[src/design/mrp_defines.svh]
// register map, field positions, reset values and timing constants for the mii/rmii phy port
`ifndef MRP_DEFINES_SVH
`define MRP_DEFINES_SVH

// register offsets
`define MRP_ADDR_CTRL 4'h0
`define MRP_ADDR_STATUS 4'h1
`define MRP_ADDR_MASK 4'h2
`define MRP_ADDR_RXDATA 4'h3
`define MRP_ADDR_TXDATA 4'h4
`define MRP_ADDR_TXLAST 4'h5
`define MRP_ADDR_STATE 4'h6

// control fields and reset value (100 Mbps, full duplex)
`define MRP_CTRL_SPEED 0
`define MRP_CTRL_FDX 1
`define MRP_CTRL_RST 8'h03

// event bits, shared by status and mask
`define MRP_EVT_W 5
`define MRP_EVT_RXBYTE 0
`define MRP_EVT_RXGOOD 1
`define MRP_EVT_RXBAD 2
`define MRP_EVT_COL 3
`define MRP_EVT_TXDONE 4
`define MRP_EVT_ZERO 5'h00

// frame framing bytes
`define MRP_PRE_BYTE 8'h55
`define MRP_SFD_BYTE 8'hd5
`define MRP_PRE_LAST 3'h6
`define MRP_SFD_IDX 3'h7

// link rates; the slow rate is a tenth of the fast one
`define MRP_FAST_HZ 32'h017d7840
`define MRP_SLOW_HZ 32'h002625a0
`define MRP_SLOW_RATIO (`MRP_FAST_HZ / `MRP_SLOW_HZ)

// units per byte, as last index
`define MRP_MII_LAST 2'h1
`define MRP_RMII_LAST 2'h3

`endif

[src/design/mrp_pkg.sv]
// types shared by the phy port modules
package mrp_pkg;
  typedef enum logic [1:0] {
    MRP_TX_IDLE = 2'b00,
    MRP_TX_PRE = 2'b01,
    MRP_TX_DATA = 2'b10,
    MRP_TX_END = 2'b11
  } mrp_tx_state_e;
endpackage

[src/design/mrp_edge_if.sv]
// carries a sampled link clock edge between the detector and the port
`timescale 1ns/1ps
interface mrp_edge_if;
  logic rise;
  modport src (output rise);
  modport dst (input rise);
endinterface

[src/design/mrp_edge_det.sv]
// two-stage synchroniser and rising edge finder for a link clock pin
`timescale 1ns/1ps
module mrp_edge_det (
  input wire logic sys_clk, // system clock
  input wire logic srst, // sync reset, high
  input wire logic pin, // raw clock pin
  mrp_edge_if.src edge_o // rising edge pulse
);
  logic [2:0] sh_q;

  // stage 0 feeds only stage 1; edge taken from stages 1 and 2
  always_ff @(posedge sys_clk) begin
    if (srst) begin
      sh_q <= 3'h0;
    end else begin
      sh_q <= {sh_q[1:0], pin};
    end
  end

  // combinational so it lines up with data synchronised to the same depth
  assign edge_o.rise = sh_q[1] & ~sh_q[2];
endmodule

[src/design/mrp_mii_port.sv]
// mii/rmii phy-facing port of the mac: receive assembly, transmit framing, dce clocks, registers
`timescale 1ns/1ps
`include "mrp_defines.svh"
module mrp_mii_port (
  input wire logic sys_clk, // 40 MHz system clock
  input wire logic srst, // sync reset, high
  input wire logic [3:0] addr, // register address
  input wire logic [7:0] wdata, // register write data
  input wire logic wr_en, // write strobe
  input wire logic rd_en, // read strobe
  output logic [7:0] rdata, // read data, cycle after strobe
  output logic irq, // level interrupt, high
  input wire logic ref_clk, // reference clock pin
  input wire logic rx_clk_in, // receive clock pin in
  output logic rx_clk_out, // receive clock pin out
  output logic rx_clk_oe, // receive clock drive enable
  input wire logic tx_clk_in, // transmit clock pin in
  output logic tx_clk_out, // transmit clock pin out
  output logic tx_clk_oe, // transmit clock drive enable
  input wire logic collision_in, // collision from phy
  input wire logic receive_carrier_sense, // carrier sense / data valid
  input wire logic rx_data_valid, // mii receive data valid
  input wire logic rx_error, // receive error
  input wire logic [3:0] rxd, // receive data
  output logic [3:0] txd, // transmit data
  output logic tx_en, // transmit enable
  input wire logic link_role_select, // high dce, low dte
  input wire logic reduced_interface_select // high rmii, low mii
);
  mrp_edge_if ref_e();
  mrp_edge_if rxc_e();
  mrp_edge_if txc_e();

  mrp_edge_det u_ref_edge (.sys_clk(sys_clk), .srst(srst), .pin(ref_clk), .edge_o(ref_e));
  mrp_edge_det u_rxc_edge (.sys_clk(sys_clk), .srst(srst), .pin(rx_clk_in), .edge_o(rxc_e));
  mrp_edge_det u_txc_edge (.sys_clk(sys_clk), .srst(srst), .pin(tx_clk_in), .edge_o(txc_e));

  // pin synchronisers; depth matches the clock edge finders
  logic [9:0] in_s1_q;
  logic [9:0] in_s2_q;
  always_ff @(posedge sys_clk) begin
    if (srst) begin
      in_s1_q <= 10'h000;
      in_s2_q <= 10'h000;
    end else begin
      in_s1_q <= {reduced_interface_select, link_role_select, collision_in, receive_carrier_sense,
                  rx_data_valid, rx_error, rxd};
      in_s2_q <= in_s1_q;
    end
  end

  wire [3:0] rxd_w = in_s2_q[3:0];
  wire rx_err_w = in_s2_q[4];
  wire rx_dv_w = in_s2_q[5];
  wire crs_w = in_s2_q[6];
  wire col_w = in_s2_q[7];
  wire rmii_w = in_s2_q[9]; // pin only, nothing in software can change it
  wire dce_w = in_s2_q[8] & ~rmii_w; // dce has no meaning in rmii

  // control and interrupt registers
  logic [7:0] ctrl_q;
  logic [`MRP_EVT_W-1:0] status_q;
  logic [`MRP_EVT_W-1:0] mask_q;
  logic [7:0] rx_data_q;
  logic [7:0] rdata_q;
  logic irq_q;
  wire speed_w = ctrl_q[`MRP_CTRL_SPEED];
  wire fdx_w = ctrl_q[`MRP_CTRL_FDX];

  // reference divider: one tick per ref edge when fast, one per ten when slow
  localparam logic [3:0] DIV_LAST = 4'(`MRP_SLOW_RATIO - 1);
  logic [3:0] div_q;
  logic gen_q;
  wire ref_rise_w = ref_e.rise;
  wire slow_tick_w = ref_rise_w & (div_q == 4'h0);
  wire gen_tick_w = speed_w ? ref_rise_w : slow_tick_w;
  wire gen_rise_w = gen_tick_w & ~gen_q & dce_w;

  always_ff @(posedge sys_clk) begin
    if (srst) begin
      div_q <= 4'h0;
    end else if (ref_rise_w) begin
      div_q <= (div_q == DIV_LAST) ? 4'h0 : div_q + 4'h1;
    end
  end

  // dce clock: ref/2 fast, ref/20 slow, giving 25 or 2.5 MHz from 50 MHz
  always_ff @(posedge sys_clk) begin
    if (srst) begin
      gen_q <= 1'b0;
    end else if (!dce_w) begin
      gen_q <= 1'b0;
    end else if (gen_tick_w) begin
      gen_q <= ~gen_q;
    end
  end

  // clock pins: driven only in dce mii, inputs from the phy otherwise
  logic clk_oe_q;
  always_ff @(posedge sys_clk) begin
    if (srst) begin
      clk_oe_q <= 1'b0;
    end else begin
      clk_oe_q <= dce_w;
    end
  end
  assign rx_clk_out = gen_q;
  assign tx_clk_out = gen_q;
  assign rx_clk_oe = clk_oe_q;
  assign tx_clk_oe = clk_oe_q;

  // sampling events; rmii slow uses every tenth ref edge for both paths
  wire rx_evt_w = rmii_w ? gen_tick_w : (dce_w ? gen_rise_w : rxc_e.rise);
  wire tx_evt_w = rmii_w ? gen_tick_w : (dce_w ? gen_rise_w : txc_e.rise);
  wire [1:0] ulast_w = rmii_w ? `MRP_RMII_LAST : `MRP_MII_LAST;

  // receive assembly, first unit lands in the low bits
  logic [7:0] rx_sh_q;
  logic [1:0] rx_cnt_q;
  logic rx_active_q;
  logic rx_bad_q;
  wire rx_valid_w = rmii_w ? crs_w : rx_dv_w;
  wire rx_err_ok_w = rx_err_w & crs_w;
  wire [7:0] rx_asm_w = rmii_w ? {rxd_w[1:0], rx_sh_q[7:2]} : {rxd_w, rx_sh_q[7:4]};
  wire rx_take_w = rx_evt_w & rx_valid_w;
  wire rx_end_w = rx_evt_w & ~rx_valid_w & rx_active_q;
  wire rx_bad_now_w = rx_bad_q | (rx_evt_w & rx_err_ok_w);

  always_ff @(posedge sys_clk) begin
    if (srst) begin
      rx_sh_q <= 8'h00;
      rx_cnt_q <= 2'h0;
      rx_active_q <= 1'b0;
      rx_bad_q <= 1'b0;
    end else if (rx_take_w) begin
      rx_sh_q <= rx_asm_w;
      rx_cnt_q <= (rx_cnt_q == ulast_w) ? 2'h0 : rx_cnt_q + 2'h1;
      rx_active_q <= 1'b1;
      rx_bad_q <= rx_bad_now_w;
    end else if (rx_end_w) begin
      rx_cnt_q <= 2'h0;
      rx_active_q <= 1'b0;
      rx_bad_q <= 1'b0;
    end
  end

  wire rx_byte_evt_w = rx_take_w & (rx_cnt_q == ulast_w);
  wire rx_good_evt_w = rx_end_w & ~rx_bad_now_w;
  wire rx_bad_evt_w = rx_end_w & rx_bad_now_w; // frame errored while carrier sense is high never reported good

  // transmit holding register, one byte deep
  logic [7:0] hold_q;
  logic hold_last_q;
  logic hold_v_q;
  wire tx_wr_w = wr_en & ((addr == `MRP_ADDR_TXDATA) | (addr == `MRP_ADDR_TXLAST));

  // transmit framer state
  mrp_pkg::mrp_tx_state_e tx_state_q;
  mrp_pkg::mrp_tx_state_e tx_state_d;
  logic [7:0] cur_q;
  logic [7:0] cur_d;
  logic [1:0] ucnt_q;
  logic [1:0] ucnt_d;
  logic [2:0] bcnt_q;
  logic [2:0] bcnt_d;
  logic last_q;
  logic last_d;
  logic [3:0] txd_q;
  logic [3:0] txd_d;
  logic tx_en_q;
  logic tx_en_d;
  logic take_w;
  logic tx_done_w;
  wire tx_active_w = tx_state_q != mrp_pkg::MRP_TX_IDLE;
  wire col_evt_w = tx_active_w & ~fdx_w & col_w; // full duplex ignores collision
  wire tx_defer_w = ~fdx_w & col_w; // half duplex holds a start off until the collision clears
  wire [3:0] unit_w = rmii_w ? {2'h0, cur_q[{ucnt_q, 1'b0} +: 2]} : cur_q[{ucnt_q[0], 2'h0} +: 4];

  // next unit, next byte and frame end; a half-duplex collision aborts the frame at once
  always_comb begin
    tx_state_d = tx_state_q;
    cur_d = cur_q;
    ucnt_d = ucnt_q;
    bcnt_d = bcnt_q;
    last_d = last_q;
    txd_d = txd_q;
    tx_en_d = tx_en_q;
    take_w = 1'b0;
    tx_done_w = 1'b0;
    if (col_evt_w) begin
      tx_state_d = mrp_pkg::MRP_TX_IDLE;
      tx_en_d = 1'b0;
      txd_d = 4'h0;
      cur_d = `MRP_PRE_BYTE;
      ucnt_d = 2'h0;
    end else if (tx_evt_w) begin
      case (tx_state_q)
        mrp_pkg::MRP_TX_IDLE: begin
          if (hold_v_q && !tx_defer_w) begin
            tx_en_d = 1'b1; // rises with the first preamble unit
            txd_d = unit_w;
            ucnt_d = ucnt_q + 2'h1;
            bcnt_d = 3'h0;
            tx_state_d = mrp_pkg::MRP_TX_PRE;
          end
        end
        mrp_pkg::MRP_TX_PRE, mrp_pkg::MRP_TX_DATA: begin
          txd_d = unit_w; // changes only on a transmit event (tx clock rise in mii, ref tick in rmii) or a collision abort
          if (ucnt_q != ulast_w) begin
            ucnt_d = ucnt_q + 2'h1;
          end else begin
            ucnt_d = 2'h0;
            if (tx_state_q == mrp_pkg::MRP_TX_PRE && bcnt_q != `MRP_SFD_IDX) begin
              cur_d = (bcnt_q == `MRP_PRE_LAST) ? `MRP_SFD_BYTE : `MRP_PRE_BYTE;
              bcnt_d = bcnt_q + 3'h1;
            end else if (tx_state_q == mrp_pkg::MRP_TX_DATA && last_q) begin
              tx_state_d = mrp_pkg::MRP_TX_END;
            end else if (hold_v_q) begin
              cur_d = hold_q;
              last_d = hold_last_q;
              take_w = 1'b1;
              tx_state_d = mrp_pkg::MRP_TX_DATA;
            end else begin
              tx_state_d = mrp_pkg::MRP_TX_END; // underrun cuts the frame short
            end
          end
        end
        mrp_pkg::MRP_TX_END: begin
          tx_en_d = 1'b0; // drops a full unit before any next frame
          txd_d = 4'h0;
          cur_d = `MRP_PRE_BYTE;
          tx_state_d = mrp_pkg::MRP_TX_IDLE;
          tx_done_w = 1'b1;
        end
        default: begin
          tx_state_d = mrp_pkg::MRP_TX_IDLE;
        end
      endcase
    end
  end

  always_ff @(posedge sys_clk) begin
    if (srst) begin
      tx_state_q <= mrp_pkg::MRP_TX_IDLE;
      cur_q <= `MRP_PRE_BYTE;
      ucnt_q <= 2'h0;
      bcnt_q <= 3'h0;
      last_q <= 1'b0;
      txd_q <= 4'h0;
      tx_en_q <= 1'b0;
    end else begin
      tx_state_q <= tx_state_d;
      cur_q <= cur_d;
      ucnt_q <= ucnt_d;
      bcnt_q <= bcnt_d;
      last_q <= last_d;
      txd_q <= txd_d;
      tx_en_q <= tx_en_d;
    end
  end
  assign txd = txd_q;
  assign tx_en = tx_en_q;

  // a write in the same cycle as the framer takes the byte keeps the new one pending
  always_ff @(posedge sys_clk) begin
    if (srst) begin
      hold_q <= 8'h00;
      hold_last_q <= 1'b0;
      hold_v_q <= 1'b0;
    end else if (tx_wr_w) begin
      hold_q <= wdata;
      hold_last_q <= addr == `MRP_ADDR_TXLAST;
      hold_v_q <= 1'b1;
    end else if (take_w) begin
      hold_v_q <= 1'b0;
    end
  end

  // event vector; set beats a write-one clear in the same cycle
  logic [`MRP_EVT_W-1:0] evt_w;
  always_comb begin
    evt_w = `MRP_EVT_ZERO;
    evt_w[`MRP_EVT_RXBYTE] = rx_byte_evt_w;
    evt_w[`MRP_EVT_RXGOOD] = rx_good_evt_w;
    evt_w[`MRP_EVT_RXBAD] = rx_bad_evt_w;
    evt_w[`MRP_EVT_COL] = col_evt_w;
    evt_w[`MRP_EVT_TXDONE] = tx_done_w;
  end
  wire [`MRP_EVT_W-1:0] clr_w = (wr_en && addr == `MRP_ADDR_STATUS) ? wdata[`MRP_EVT_W-1:0] : `MRP_EVT_ZERO;

  // software registers
  always_ff @(posedge sys_clk) begin
    if (srst) begin
      ctrl_q <= `MRP_CTRL_RST;
      mask_q <= `MRP_EVT_ZERO;
      status_q <= `MRP_EVT_ZERO;
      rx_data_q <= 8'h00;
    end else begin
      if (wr_en && addr == `MRP_ADDR_CTRL) begin
        ctrl_q <= wdata;
      end
      if (wr_en && addr == `MRP_ADDR_MASK) begin
        mask_q <= wdata[`MRP_EVT_W-1:0];
      end
      status_q <= (status_q & ~clr_w) | evt_w;
      if (rx_byte_evt_w) begin
        rx_data_q <= rx_asm_w;
      end
    end
  end

  // read decode; unmapped addresses read zero
  logic [7:0] rd_mux_w;
  always_comb begin
    if (addr == `MRP_ADDR_CTRL) begin
      rd_mux_w = ctrl_q;
    end else if (addr == `MRP_ADDR_STATUS) begin
      rd_mux_w = {3'h0, status_q};
    end else if (addr == `MRP_ADDR_MASK) begin
      rd_mux_w = {3'h0, mask_q};
    end else if (addr == `MRP_ADDR_RXDATA) begin
      rd_mux_w = rx_data_q;
    end else if (addr == `MRP_ADDR_STATE) begin
      rd_mux_w = {3'h0, dce_w, rmii_w, rx_active_q, tx_active_w, ~hold_v_q};
    end else begin
      rd_mux_w = 8'h00;
    end
  end

  // read data holds for exactly one cycle, zero otherwise
  always_ff @(posedge sys_clk) begin
    if (srst) begin
      rdata_q <= 8'h00;
      irq_q <= 1'b0;
    end else begin
      rdata_q <= rd_en ? rd_mux_w : 8'h00;
      irq_q <= |(status_q & mask_q);
    end
  end
  assign rdata = rdata_q;
  assign irq = irq_q;
endmodule

[config.mk]
export PLATFORM = sky130hd
export DESIGN_NAME = mrp_mii_port
export DESIGN_NICKNAME = d
export VERILOG_FILES = /design/src/design/mrp_pkg.sv /design/src/design/mrp_edge_if.sv /design/src/design/mrp_edge_det.sv /design/src/design/mrp_mii_port.sv
export VERILOG_INCLUDE_DIRS = /design/src /design/src/design
export SDC_FILE = /design/constraint.sdc
export NUM_CORES = 1
export LEC_CHECK = 0
export BUFFER_PORTS_ARGS = -buffer_cell sky130_fd_sc_hd__buf_2
export CAP_MARGIN = 30
export CORE_UTILIZATION = 50
export DETAILED_ROUTE_END_ITERATION = 16
export GPL_TIMING_DRIVEN = 0
export PLACE_DENSITY = 0.71
export SLEW_MARGIN = 0
export SYNTH_ARGS = -nofsm -noshare
export SYNTH_HDL_FRONTEND = slang
export SYNTH_SLANG_ARGS = --single-unit
export TNS_END_PERCENT = 1
[constraint.sdc]
create_clock -name sys_clk -period 2.2 [get_ports sys_clk]
set_input_delay 0.33 -clock sys_clk [delete_from_list [all_inputs] [get_ports sys_clk]]
set_output_delay 0.33 -clock sys_clk [all_outputs]
set_load 0.005 [all_outputs]
==> impl_summary.md, run 1 <==
Outcome
The run finished, with violations left. The final reports fail on design-rule violations.

Worst hold path
The beginning of the worst hold path is link_role_select. The cell count of the worst hold path is 2. The worst hold endpoint is in_s1_q[8]. The path class of the tightest hold or removal check is in -> reg.

Route
The number of iterations in the first detailed-routing pass is 11. The first routing iteration left 181 violations. Dividing the detail-routed wire length by the instance count gives 15.2 microns. The number of remaining DRC errors is 6.

The average vias per placed instance is 5.57. The count of nets left with antenna violations once routing finished came out at 0. The detailed-route wire length is 10300 microns. The detailed router placed 3796 vias in this run.

Flow run
The tool flagged a number of max-cap violations equal to 0.

Timing
The max-slew violation count is 0. The clock period minus worst slack is 2.11 ns. The worst slew slack as a fraction of its limit is 60.7%. The worst path uses 95.7% of the clock period.

The achievable frequency is 475 MHz. The count of final setup violators is 0. The count of endpoints failing hold in the final timing report was 0.

Setup repair after global routing could not meet its margin everywhere. Between clock sinks in the finished design, the worst skew comes to 0.0110 ns. The actual transition at the worst max-transition pin is 0.590 ns.

Synth
The cell taking the most area after synthesis is dfxtp_1. The most used flip-flop cell after synthesis is dfxtp_1. Yosys mapped the design onto 49 distinct sky130hd cell types. The share of flip-flops with an asynchronous set or reset is 0%. The cell area after synthesis is 0.00458 sq mm. The gate count of the mapped netlist is 515. In the post-synthesis netlist, the biggest area contributors are dfxtp_1, mux2i_1, a21oi_1.

The sequential share of the synthesized area is 48.5%. The area share of the largest cell type after synthesis is 48.5%. Synthesis produced a netlist with a net count of 551.

The synthesized area per cell is 8.89 sq um. Counting flops with a built-in enable in the synthesized netlist gives 0. During synthesis, Yosys emitted a total of 0 warnings.

The number of flip-flops and latches in the synthesized netlist is 111.

Placed design
Buffers placed on the I/O ports in this run total 43. The total placed instance area is 0.00493 sq mm. The number of placed instances with taps included is 666.

Detailed placement ended at an HPWL of 7510 microns. The placer congestion estimate is 0.897.

Global routing
The number of global-route vias before repair was 3560. The maximum number of pins on one net before global-route repair is 21. The first global-routing pass estimated 16900 microns of wire. The all-layer global routing usage is 22.4%. Summed over all layers, the global routing overflow is 0.

The initial antenna violation count is 0.

Die
The number of top-level pins is 47. The core footprint is 0.00881 sq mm. Once the floorplan was initialized, standard cells occupied 52.0% of the core.

The chip width is 97.7 microns. The floorplan step set the die height to 97.7 microns. The floorplan step defined a die boundary enclosing 0.00954 sq mm. The site row count is 34.

Clocking
The later pin in the worst-skew pair is clocked with a latency of 0.38 ns. The TritonCTS clock tree is built. Post-CTS timing repair inserted 0 buffers for setup. The number of CTS-inserted buffers is 9. In this run, post-CTS hold repair placed 0 buffers. The maximum number of buffers from clock root to sink is 2. The number of clock sinks is 111.

The clock-pin slew reported for the worst setup and hold paths after clock tree synthesis is 0.11 ns. The root buffer cell chosen for the clock tree is clkbuf_8. The H-tree depth reported by CTS is 3.

Layout
Excluding fillers, the count of instances in the completed layout stands at 681. The post-route netlist has 14.0% of its cells at a drive strength greater than 1. The number of nets in the final layout is 605. The most common cell after layout, fill and taps aside is dfxtp_1. In the layout the commonest cells are dfxtp_1, nor2_1, nand2_1. The number of fillers in the final layout is 790.

The number of antenna diodes in the final layout is 0. The layout overhead on the synthesized area is 12.5%. The finished layout cell area is 0.00515 sq mm.

Setup path
Of all nets on the critical path, the largest fanout is 10. The worst path arrival time is 2.35 ns. The worst register-to-register path begins at div_q[0]. The path type of the worst setup path is reg -> reg.

The number of cells on the worst reg-to-reg path is 6. In this run the critical register-to-register path is captured at bcnt_q[2]. The startpoint class of the critical path is a flop.

The register-to-register path setup slack is 0.09 ns. The required time of the critical path is 2.44 ns. The worst setup path is captured at a flop.

Power
Summed over all cells, the static leakage comes to 1.99 nW. The total power density per cell area is 670 mW/mm^2. The total power of the final layout is 3.45 mW. The peak ir drop on the vdd network is 464 uV.
timing repair:
action	CTS	global route
pin swaps	0	1
setup endpoints to repair	9	29
cloned	0	0
gates resized for setup	2	9
state kept, by name (all words and copies together) (netlist names), 3 cells and up:
name,flops
in_s1_q,10
in_s2_q,10
ctrl_q,8
cur_q,8
hold_q,8
rdata,8
rx_data_q,8
rx_sh_q,6
mask_q,5
status_q,5
div_q,4
txd,4
bcnt_q,3
u_ref_edge.sh_q,3
u_rxc_edge.sh_q,3
u_txc_edge.sh_q,3
final cells by class:
type | instances | area, sq um | area share (%)
Buffer | 33 | 143 | 2.77
Clock buffer | 9 | 124 | 2.40
Sequential cell | 111 | 2220 | 43.1
Tap cell | 108 | 135 | 2.62
Inverter | 8 | 30.0 | 0.583
Multi-Input combinational cell | 363 | 2210 | 43.0
Timing Repair Buffer | 43 | 215 | 4.18
Clock inverter | 6 | 67.6 | 1.31
layer usage:
| layer | up-vias | GRT usage (%) | share of wire, % |
|---|---|---|---|
| met2 | 144 | 37.4 | 46 |
| li1 | 1885 | - | - |
| met1 | 1743 | 28.3 | 44 |
| met5 | - | 0 | 0 |
| met3 | 24 | 4.46 | 6.5 |
| met4 | 0 | 8.86 | 2.6 |
worst max-delay path by stage:
stage	startpoint	endpoint
after floorplan	tx_state_q[0]	cur_q[6]
after global placement	tx_state_q[0]	cur_q[6]
after detailed placement	tx_state_q[0]	cur_q[6]
after CTS	u_ref_edge.sh_q[1]	ucnt_q[1]
after global routing	div_q[0]	rx_data_q[5]
final	div_q[0]	bcnt_q[2]
power by group:
| part | internal (mW) | switching (mW) |
|---|---|---|
| clock network | 0.439 | 0.726 |
| logic | 0.0821 | 0.137 |
| registers | 2.05 | 0.0183 |
synthesized netlist by cell type (3+ instances only):
cell      number
a211oi_1      16
a21oi_1       46
buf_1          3
buf_2          3
buf_4          3
clkbuf_1      24
dfxtp_1      111
ha_1           7
inv_1          8
mux2i_1       35
nand2_1       52
nand2b_1       9
nand3_1       14
nand3b_1       5
nand4_1        6
nor2_1        60
nor2b_1       36
nor3_1        15
o21ai_0       13
or4_1          3
cell families after synthesis:
kind of cell / synth area share [%]
AOI/OAI and AO/OA: 14.1
xor gates and xnor gates: 0.765
adders and majority gates: 1.91
buffers and inverters: 3.69
DFF: 48.5
muxes: 8.14
and+or+nand+nor: 22.9
worst max-delay path, cell delays in order, from the launching register on:
cell      delay (ns)
dfxtp_1         0.37
nor4_2          0.47
o221ai_4        0.24
a21o_1          0.27
clkbuf_1        0.25
o31ai_1         0.29
a21oi_1         0.09
stage by stage:
stage / setup WS, ns / hold WS [ns] / TNS [ns] / util, %
3_5_place_dp: -0.123 / 0.420 / -0.389 / 56.0
6_report: 0.0948 / 0.150 / 0 / 58.5
4_1_cts: 0.0745 / 0.142 / 0 / 58.2
5_1_grt: -0.0632 / 0.146 / -0.287 / 58.5
2_1_floorplan: 0.376 / 0.414 / 0 / -
3_3_place_gp: -0.0880 / 0.418 / -0.238 / 56.0
(Power assumes the default switching activity.)
==> run 2, diff against run 1 <==
--- a/config.mk
+++ b/config.mk
@@ -6,12 +6,14 @@
 export SDC_FILE = /design/constraint.sdc
 export NUM_CORES = 1
 export LEC_CHECK = 0
+export ABC_AREA = 1
 export BUFFER_PORTS_ARGS = -buffer_cell sky130_fd_sc_hd__buf_2
 export CAP_MARGIN = 30
 export CORE_UTILIZATION = 50
 export DETAILED_ROUTE_END_ITERATION = 16
 export GPL_TIMING_DRIVEN = 0
 export PLACE_DENSITY = 0.71
+export SETUP_SLACK_MARGIN = 0.02
 export SLEW_MARGIN = 0
 export SYNTH_ARGS = -nofsm -noshare
 export SYNTH_HDL_FRONTEND = slang
==> run 2 against run 1 <==
Against the previous run:
- the flow now finishes without violations
- sequential power about the same
- critical path depth rose by 3
- wire length up 3.7%
- synthesized cell count up 27%
- final cell count rose by 23%
- register-to-register slack better by 0.18 ns
- core utilization is 1.0 points lower
- first-iteration DRC count shrank 17%
- largest power group unchanged
- highest routed layer unchanged
==> impl_summary.md, run 2 <==
Layout
The post-route netlist has 14.2% of its cells at a drive strength greater than 1. The most common cell after layout, fill and taps aside is nand2_1. The finished layout cell area is 0.00531 sq mm. For this run, the number of standard cells in the final layout without fillers is 841. In the layout the commonest cells are nand2_1, dfxtp_1, nor2_1.

0 antenna diodes ended up in the layout. The number of nets in the final layout is 744. The number of fillers in the final layout is 904.

The layout overhead on the synthesized area is 11.7%. Summing all flip-flop and latch instances after layout gives 0.00222 sq mm. In the final layout, the registers with the most flip-flops are in_s1_q x10, in_s2_q x10. In the final layout, the multi-input gates occupy 0.00202 sq mm.

Timing
The post-route clock skew is 0.00916 ns. The actual transition at the worst max-transition pin is 0.614 ns. Setup repair after global routing left no endpoint under its margin. The count of final setup violators is 0. The ratio of final minimum period to clock period is 87.4%. The max-slew violation count is 0.

The final setup TNS is 0 ns. The worst slew slack as a fraction of its limit is 59.1%. The clock period minus worst slack is 1.92 ns.

The count of endpoints failing hold in the final timing report came to 0. Based on the critical path, the design can be clocked at up to 520 MHz. In the post-route analysis, the smallest setup slack over all paths is 0.277 ns.

Power
The total power density per cell area is 661 mW/mm^2. Total power for the finished layout comes to 3.51 mW. Of the total power, registers draw 59.3%.

The reported leakage power is 2.38 nW. Net switching is 26.5% of the power. The peak ir drop on the vdd network is 369 uV. The clock network fraction of design power is 31.4%. The internal portion of the total power is 2.58 mW. The analysis attributes to net switching a power of 0.931 mW. The part of the power in combinational logic is 9.2%.

Clocking
The H-tree generated during clock tree synthesis spans 3 levels. No sink is reached through more buffers than the 2 on the longest clock path. The hold buffer count at CTS is 0. After clock tree synthesis, the clock-pin slew on the worst setup and hold paths is 0.10 ns. The root buffer cell is clkbuf_8. The TritonCTS clock tree is built.

Gates resized during post-CTS repair numbered 0. The number of clock sinks is 111. Clock latency on the worst-skew pair, taken at its later pin, is 0.38 ns.

Once the clock tree was built, the setup fixing pass inserted 0 buffers. Buffers inserted during clock tree synthesis total 9.

Die
The number of top-level pins is 47. In this run the standard cell core region covers 0.00924 sq mm. The die is 99.5 microns tall. The area of the die is 0.00991 sq mm. The chip width is 99.5 microns. The initial core utilization is 51.5%.

In this run the core area contains 35 standard-cell rows.

Global routing
Global routing consumed, on the met3 layer, 4.50% of the routing resources. For this run, the total global-route usage over all layers was measured as 23.4%. The initial antenna violation count was 0. The first global-routing pass estimated 18200 microns of wire. The global routing met2 resource utilization is 39.6%.

For this run, global-route usage on met1 was measured as 29.2%. The number of global-route vias before repair is 3916. After global routing the overflow that remains totals 0.

The most crowded layer after global routing is met2. The maximum number of pins on one net before global-route repair is 19.

Setup path
The reg-to-reg startpoint is tx_state_q[0]. In this run the critical register-to-register path is captured at bcnt_q[0]. In this design, the stage delay of the slowest critical-path cell is 0.41 ns.

Broken down by cell family, the worst path's largest delay share belongs to simple AND/OR/NAND/NOR gates. The cell occurring most often along the worst timing path is nand2_1. The number of cells on the worst reg-to-reg path is 9. The worst path arrival time is 2.25 ns. The register-to-register path setup slack is 0.28 ns. The required time of the critical path is 2.52 ns. Counting both buffers and inverters, the worst setup path holds a total of 1.

The slowest stage of the critical path belongs to the cell ha_1. The startpoint class of the critical path is a flop. The element type at the critical path end is a flop.

Traced cell by cell, the critical path runs through inv_1 > ha_1 > o21ai_0 > nand2_1 > nor3_2 > nand3_1 > nand2_1 > nand2_1 > nor2_1. Of all nets on the critical path, the largest fanout is 8. The critical path is of the reg -> reg type.

Placed design
The HPWL after detailed placement is 8190 microns. Counting tap cells, the placed design contains a total of 826 instances. The number of I/O port buffers is 45. The total placed instance area is 0.00514 sq mm. The worst slack after detailed placement is 0.279 ns.

At the end of routability-driven placement, the weighted congestion stood at 0.936.

Worst hold path
The cell count of the worst hold path is 3. The worst hold endpoint is in_s1_q[2]. The min-delay analysis places its worst path in the category in -> reg. The beginning of the worst hold path is rxd[2].

Route
After detailed routing, the total wire length is 10700 microns. The average wire per standard cell is 12.7 microns. In the routed design, unresolved DRC markers number 0. The starting DRC count in detailed routing is 150. The number of iterations in the first detailed-routing pass is 5. The average vias per placed instance is 4.92. The remaining number of nets flagged by the antenna check after routing is 0. Across all layers, the routed design uses 4139 vias.

Synth
For this run, asynchronously set or reset flops after synthesis account for 0%. In the post-synthesis netlist, the biggest area contributors are dfxtp_1, nand2_1, nor2_1. Of the post-synthesis cell area, the dominant cell type holds 46.7%. The number of nets handed over by synthesis was 688. The commonest cells after synthesis are nand2_1, dfxtp_1, nor2_1, inv_1, a21oi_1. The sequential share of the synthesized area is 46.7%. After synthesis, the netlist uses 39 different library cells.

The Yosys step of the flow raised 0 warnings. Yosys instantiated no cell more often than nand2_1. The gate count of the mapped netlist is 652. The cell taking the most area after synthesis is dfxtp_1.

Summing every instance area after synthesis gives 0.00476 sq mm. The synthesized area per cell is 7.30 sq um. The number of flip-flops and latches in the synthesized netlist is 111. The number of synthesized flops with an enable pin is 0.

Among all flip-flop cells after synthesis, the most frequent one is dfxtp_1.

Outcome
The flow ran to the end, and the final reports show no timing, DRC or antenna violations.

Flow run
Max-cap violations in this run came to 0.
run 2: cell count changes in the layout (fill, tap and decap cells not counted), moves of 14 or more:
cell and change:
o21ai_0 +29, nor2b_1 -34, nand2_1 +72, mux2i_1 -33, a211oi_1 -15, inv_1 +90
nand3_1 +14, nor2_1 +41
run 2: cell type report:
cell class / instances / share of cell area (%)
plain buffers: 21 / 2.38
clock buffers: 9 / 2.33
clock inverters: 6 / 0.848
inverters: 104 / 7.40
multi-input cells: 416 / 37.9
flip-flops and latches: 111 / 41.8
well taps: 129 / 3.04
repair buffers: 45 / 4.24
run 2: how the worst max path moves through the flow:
stage / from / slack (ns) / end / depth (start not counted)
after detailed placement: tx_state_q[0] / 0.28 / cur_q[6] / 8
after global placement: tx_state_q[0] / 0.34 / cur_q[6] / 8
after floorplan: bcnt_q[0] / 0.58 / cur_q[4] / 9
after global routing: tx_state_q[1] / 0.06 / cur_q[4] / 8
after CTS: tx_state_q[0] / 0.27 / cur_q[6] / 8
final: tx_state_q[0] / 0.28 / bcnt_q[0] / 9
run 2: metal layers:
layer	routed length, microns	part of all wire (%)	up-vias
li1	-	-	2159
met4	235	2.2	0
met3	485	4.5	23
met1	4980	47	1850
met5	0	0	-
met2	5010	47	107
run 2: worst register-to-register path, cell delays in order (launching register included):
cell and delay (ns):
dfxtp_1 0.38, inv_1 0.09, ha_1 0.41, o21ai_0 0.17, nand2_1 0.12, nor3_2 0.26, nand3_1 0.20, nand2_1 0.10
nand2_1 0.05, nor2_1 0.08
run 2: cell families (layout without fill, tap and decap cells):
| group | after synthesis | in the layout | share of synthesized area [%] |
|---|---|---|---|
| flops | 111 | 111 | 46.7 |
| compound gates | 129 | 129 | 14.9 |
| simple gates | 278 | 278 | 25.3 |
| buf+inv | 125 | 185 | 10.9 |
| fa+ha+maj | 7 | 7 | 1.84 |
| mux | 2 | 2 | 0.421 |
run 2: power by group through the flow:
stage	combinational [mW]	clock [mW]	sequential, mW
3_5_place_dp	0.322	0	2.13
4_1_cts	0.324	1.14	2.08
6_report	0.324	1.11	2.08
2_1_floorplan	0.221	0	2.13
5_1_grt	0.369	1.21	2.09
3_3_place_gp	0.315	0	2.13
run 2: metrics by stage:
| stage | hold WS [ns] | utilization [%] |
|---|---|---|
| 6_report | 0.143 | 57.5 |
| 5_1_grt | 0.131 | 57.5 |
| 4_1_cts | 0.127 | 57.5 |
| 3_5_place_dp | 0.394 | 55.7 |
| 3_3_place_gp | 0.389 | 55.7 |
| 2_1_floorplan | 0.388 | - |
==> run 3, diff against run 2 <==
--- a/config.mk
+++ b/config.mk
@@ -9,10 +9,10 @@
 export ABC_AREA = 1
 export BUFFER_PORTS_ARGS = -buffer_cell sky130_fd_sc_hd__buf_2
 export CAP_MARGIN = 30
-export CORE_UTILIZATION = 50
+export CORE_UTILIZATION = 48
 export DETAILED_ROUTE_END_ITERATION = 16
 export GPL_TIMING_DRIVEN = 0
-export PLACE_DENSITY = 0.71
+export PLACE_DENSITY = 0.69
 export SETUP_SLACK_MARGIN = 0.02
 export SLEW_MARGIN = 0
 export SYNTH_ARGS = -nofsm -noshare
==> run 3 against run 2 <==
Against the previous run:
- hold slack gained 0.0042 ns
- count of clock-buffer cells in the layout is the same
- critical path depth shrank 1
- register-to-register slack is essentially flat
- critical path type unchanged
- largest cell class unchanged
==> impl_summary.md, run 3 (synthesized netlist as in run 2, its figures left out) <==
Outcome
The run finished with clean final reports.

Clocking
Post-CTS repair changed the size of 0 cells. The number of clock sinks is 111. The tree is rooted in a clkbuf_8. TritonCTS built the clock tree. The latest clock arrival within the worst-skew pair is 0.37 ns. The clock passes through at most 2 buffers. The hold buffer count at CTS is 0. After clock tree synthesis, the clock-pin slew on the worst setup and hold paths is 0.11 ns.

The H-tree depth reported by CTS is 3. The post-CTS setup repair buffer count is 0. Buffers inserted during clock tree synthesis total 9.

Setup path
The worst path arrival time is 2.20 ns. The worst setup path is launched from a flop. At the worst endpoint, the required time is 2.47 ns. The worst setup path is of the reg -> reg kind. The path depth of the worst reg2reg path is 8. The capture instance of the worst register-to-register path is cur_q[6]. The largest driver fanout on the critical path is 10. In this run the critical register-to-register path is launched from tx_state_q[0]. For flop-to-flop paths, the worst setup slack is 0.27 ns. The worst setup path is captured at a flop.

Timing
Across the routed clock network, the largest skew measured is 0.0112 ns. Setup repair after global routing left no endpoint under its margin. The achievable frequency is 519 MHz. The worst slew slack as a fraction of its limit is 58.9%.

For the pin with the worst max-slew slack, the measured transition is 0.616 ns. Hold is met by 0.147 ns. The clock period minus worst slack is 1.93 ns. The final setup TNS is 0 ns. The count of endpoints failing hold in the final timing report is 0. The ratio of final minimum period to clock period is 87.6%. The max-slew violation count came to 0. The count of final setup violators is 0.

Die
The region available for standard cell placement spans 0.00942 sq mm. The site row count is 35. The die covers 0.0103 sq mm. The chip width is 102 microns. The initial core utilization is 50.5%. Measured along the y axis, the die boundary spans 102 microns. The number of top-level pins is 47.

Placed design
Buffers placed on the I/O ports in this run total 45. The placer congestion estimate is 0.959. Summed over all nets, the half-perimeter wirelength after detailed placement is 8120 microns.

Route
The remaining number of nets flagged by the antenna check after routing is 0. Detailed routing inserted a total of 4150 vias. After detailed routing, the number of vias per cell comes to 4.93.

The number of iterations in the first detailed-routing pass is 5. The detailed-route wire length is 10700 microns. The starting DRC count in detailed routing is 187.

The number of remaining DRC errors is 0. After detailed routing, the average wire length per cell comes to 12.8 microns.

Layout
Of the cells placed in the final design, the portion with a size suffix greater than 1 is 14.3%. The area growth from synthesis to layout is 12.4%. 0 antenna diodes ended up in the layout.

In the layout the commonest cells are nand2_1, dfxtp_1, nor2_1. The most common cell after layout, fill and taps aside is nand2_1. After the last flow step, the layout net total stands at 744. The largest registers in the layout are in_s1_q x10, in_s2_q x10.

Worst hold path
The cell count of the worst hold path is 3. The path with the worst hold slack has its endpoint at in_s1_q[9]. The class of the most critical hold timing path is in -> reg. The beginning of the worst hold path is reduced_interface_select.

Power
The worst-case IR drop observed on VDD is 470 uV. The reported leakage power is 2.40 nW. The total power density per cell area is 688 mW/mm^2.

Global routing
The initial antenna violation count is 0. Global routing used 22.5% of the available tracks. The number of global-route vias before repair is 3884. The maximum number of pins on one net before global-route repair is 20.

The wire length of the first global-routing pass is 17900 microns. After global routing the overflow that remains totals 0.

Flow run
The max-capacitance violation count is 0.
==> run 3: power by group <==
part	internal, mW	switching [mW]
logic	0.107	0.217
registers	2.06	0.0234
clock network	0.544	0.724
total	2.71	0.964
==> run 3: cell type report <==
cell class | instances | area (sq um)
multi-input combinational | 416 | 2020
sequential | 111 | 2220
timing repair buffer | 45 | 225
tap | 129 | 161
fill | 896 | 4070
buffer | 21 | 126
clock buffer | 9 | 124
clock inverter | 7 | 77.6
inverter | 104 | 393
==> run 3: critical path: stages, from the launching register on <==
cell	delay [ns]
dfxtp_1	0.35
inv_1	0.10
ha_1	0.26
nor2_1	0.10
nor2_1	0.36
inv_1	0.13
clkbuf_1	0.26
a21oi_1	0.18
o21ai_1	0.08
==> run 3: metal layers <==
layer	wire (microns)	GRT usage (%)
met1	5060	28.6
met2	5040	38.3
met3	500	4.14
met4	148	7.69
met5	0	0
==> run 3: worst max path at each step <==
stage / startpoint / endpoint / slack (ns)
after floorplan: bcnt_q[0] / cur_q[4] / 0.58
after global placement: tx_state_q[0] / cur_q[6] / 0.34
after CTS: tx_state_q[0] / cur_q[6] / 0.26
final: tx_state_q[0] / cur_q[6] / 0.27
after global routing: tx_state_q[1] / cur_q[6] / 0.05
after detailed placement: tx_state_q[0] / cur_q[4] / 0.29
==> run 3: through the flow <==
stage	setup slack (ns)	area, sq um	power, mW	util [%]	std cells
floorplan	0.578	4760	2.35	-	652
global placement	0.344	5140	2.45	54.6	826
detailed placement	0.290	5140	2.45	54.6	826
CTS	0.261	5350	3.70	56.8	842
global route	0.0527	5350	3.83	56.8	842
finish	0.272	5350	3.68	56.8	842
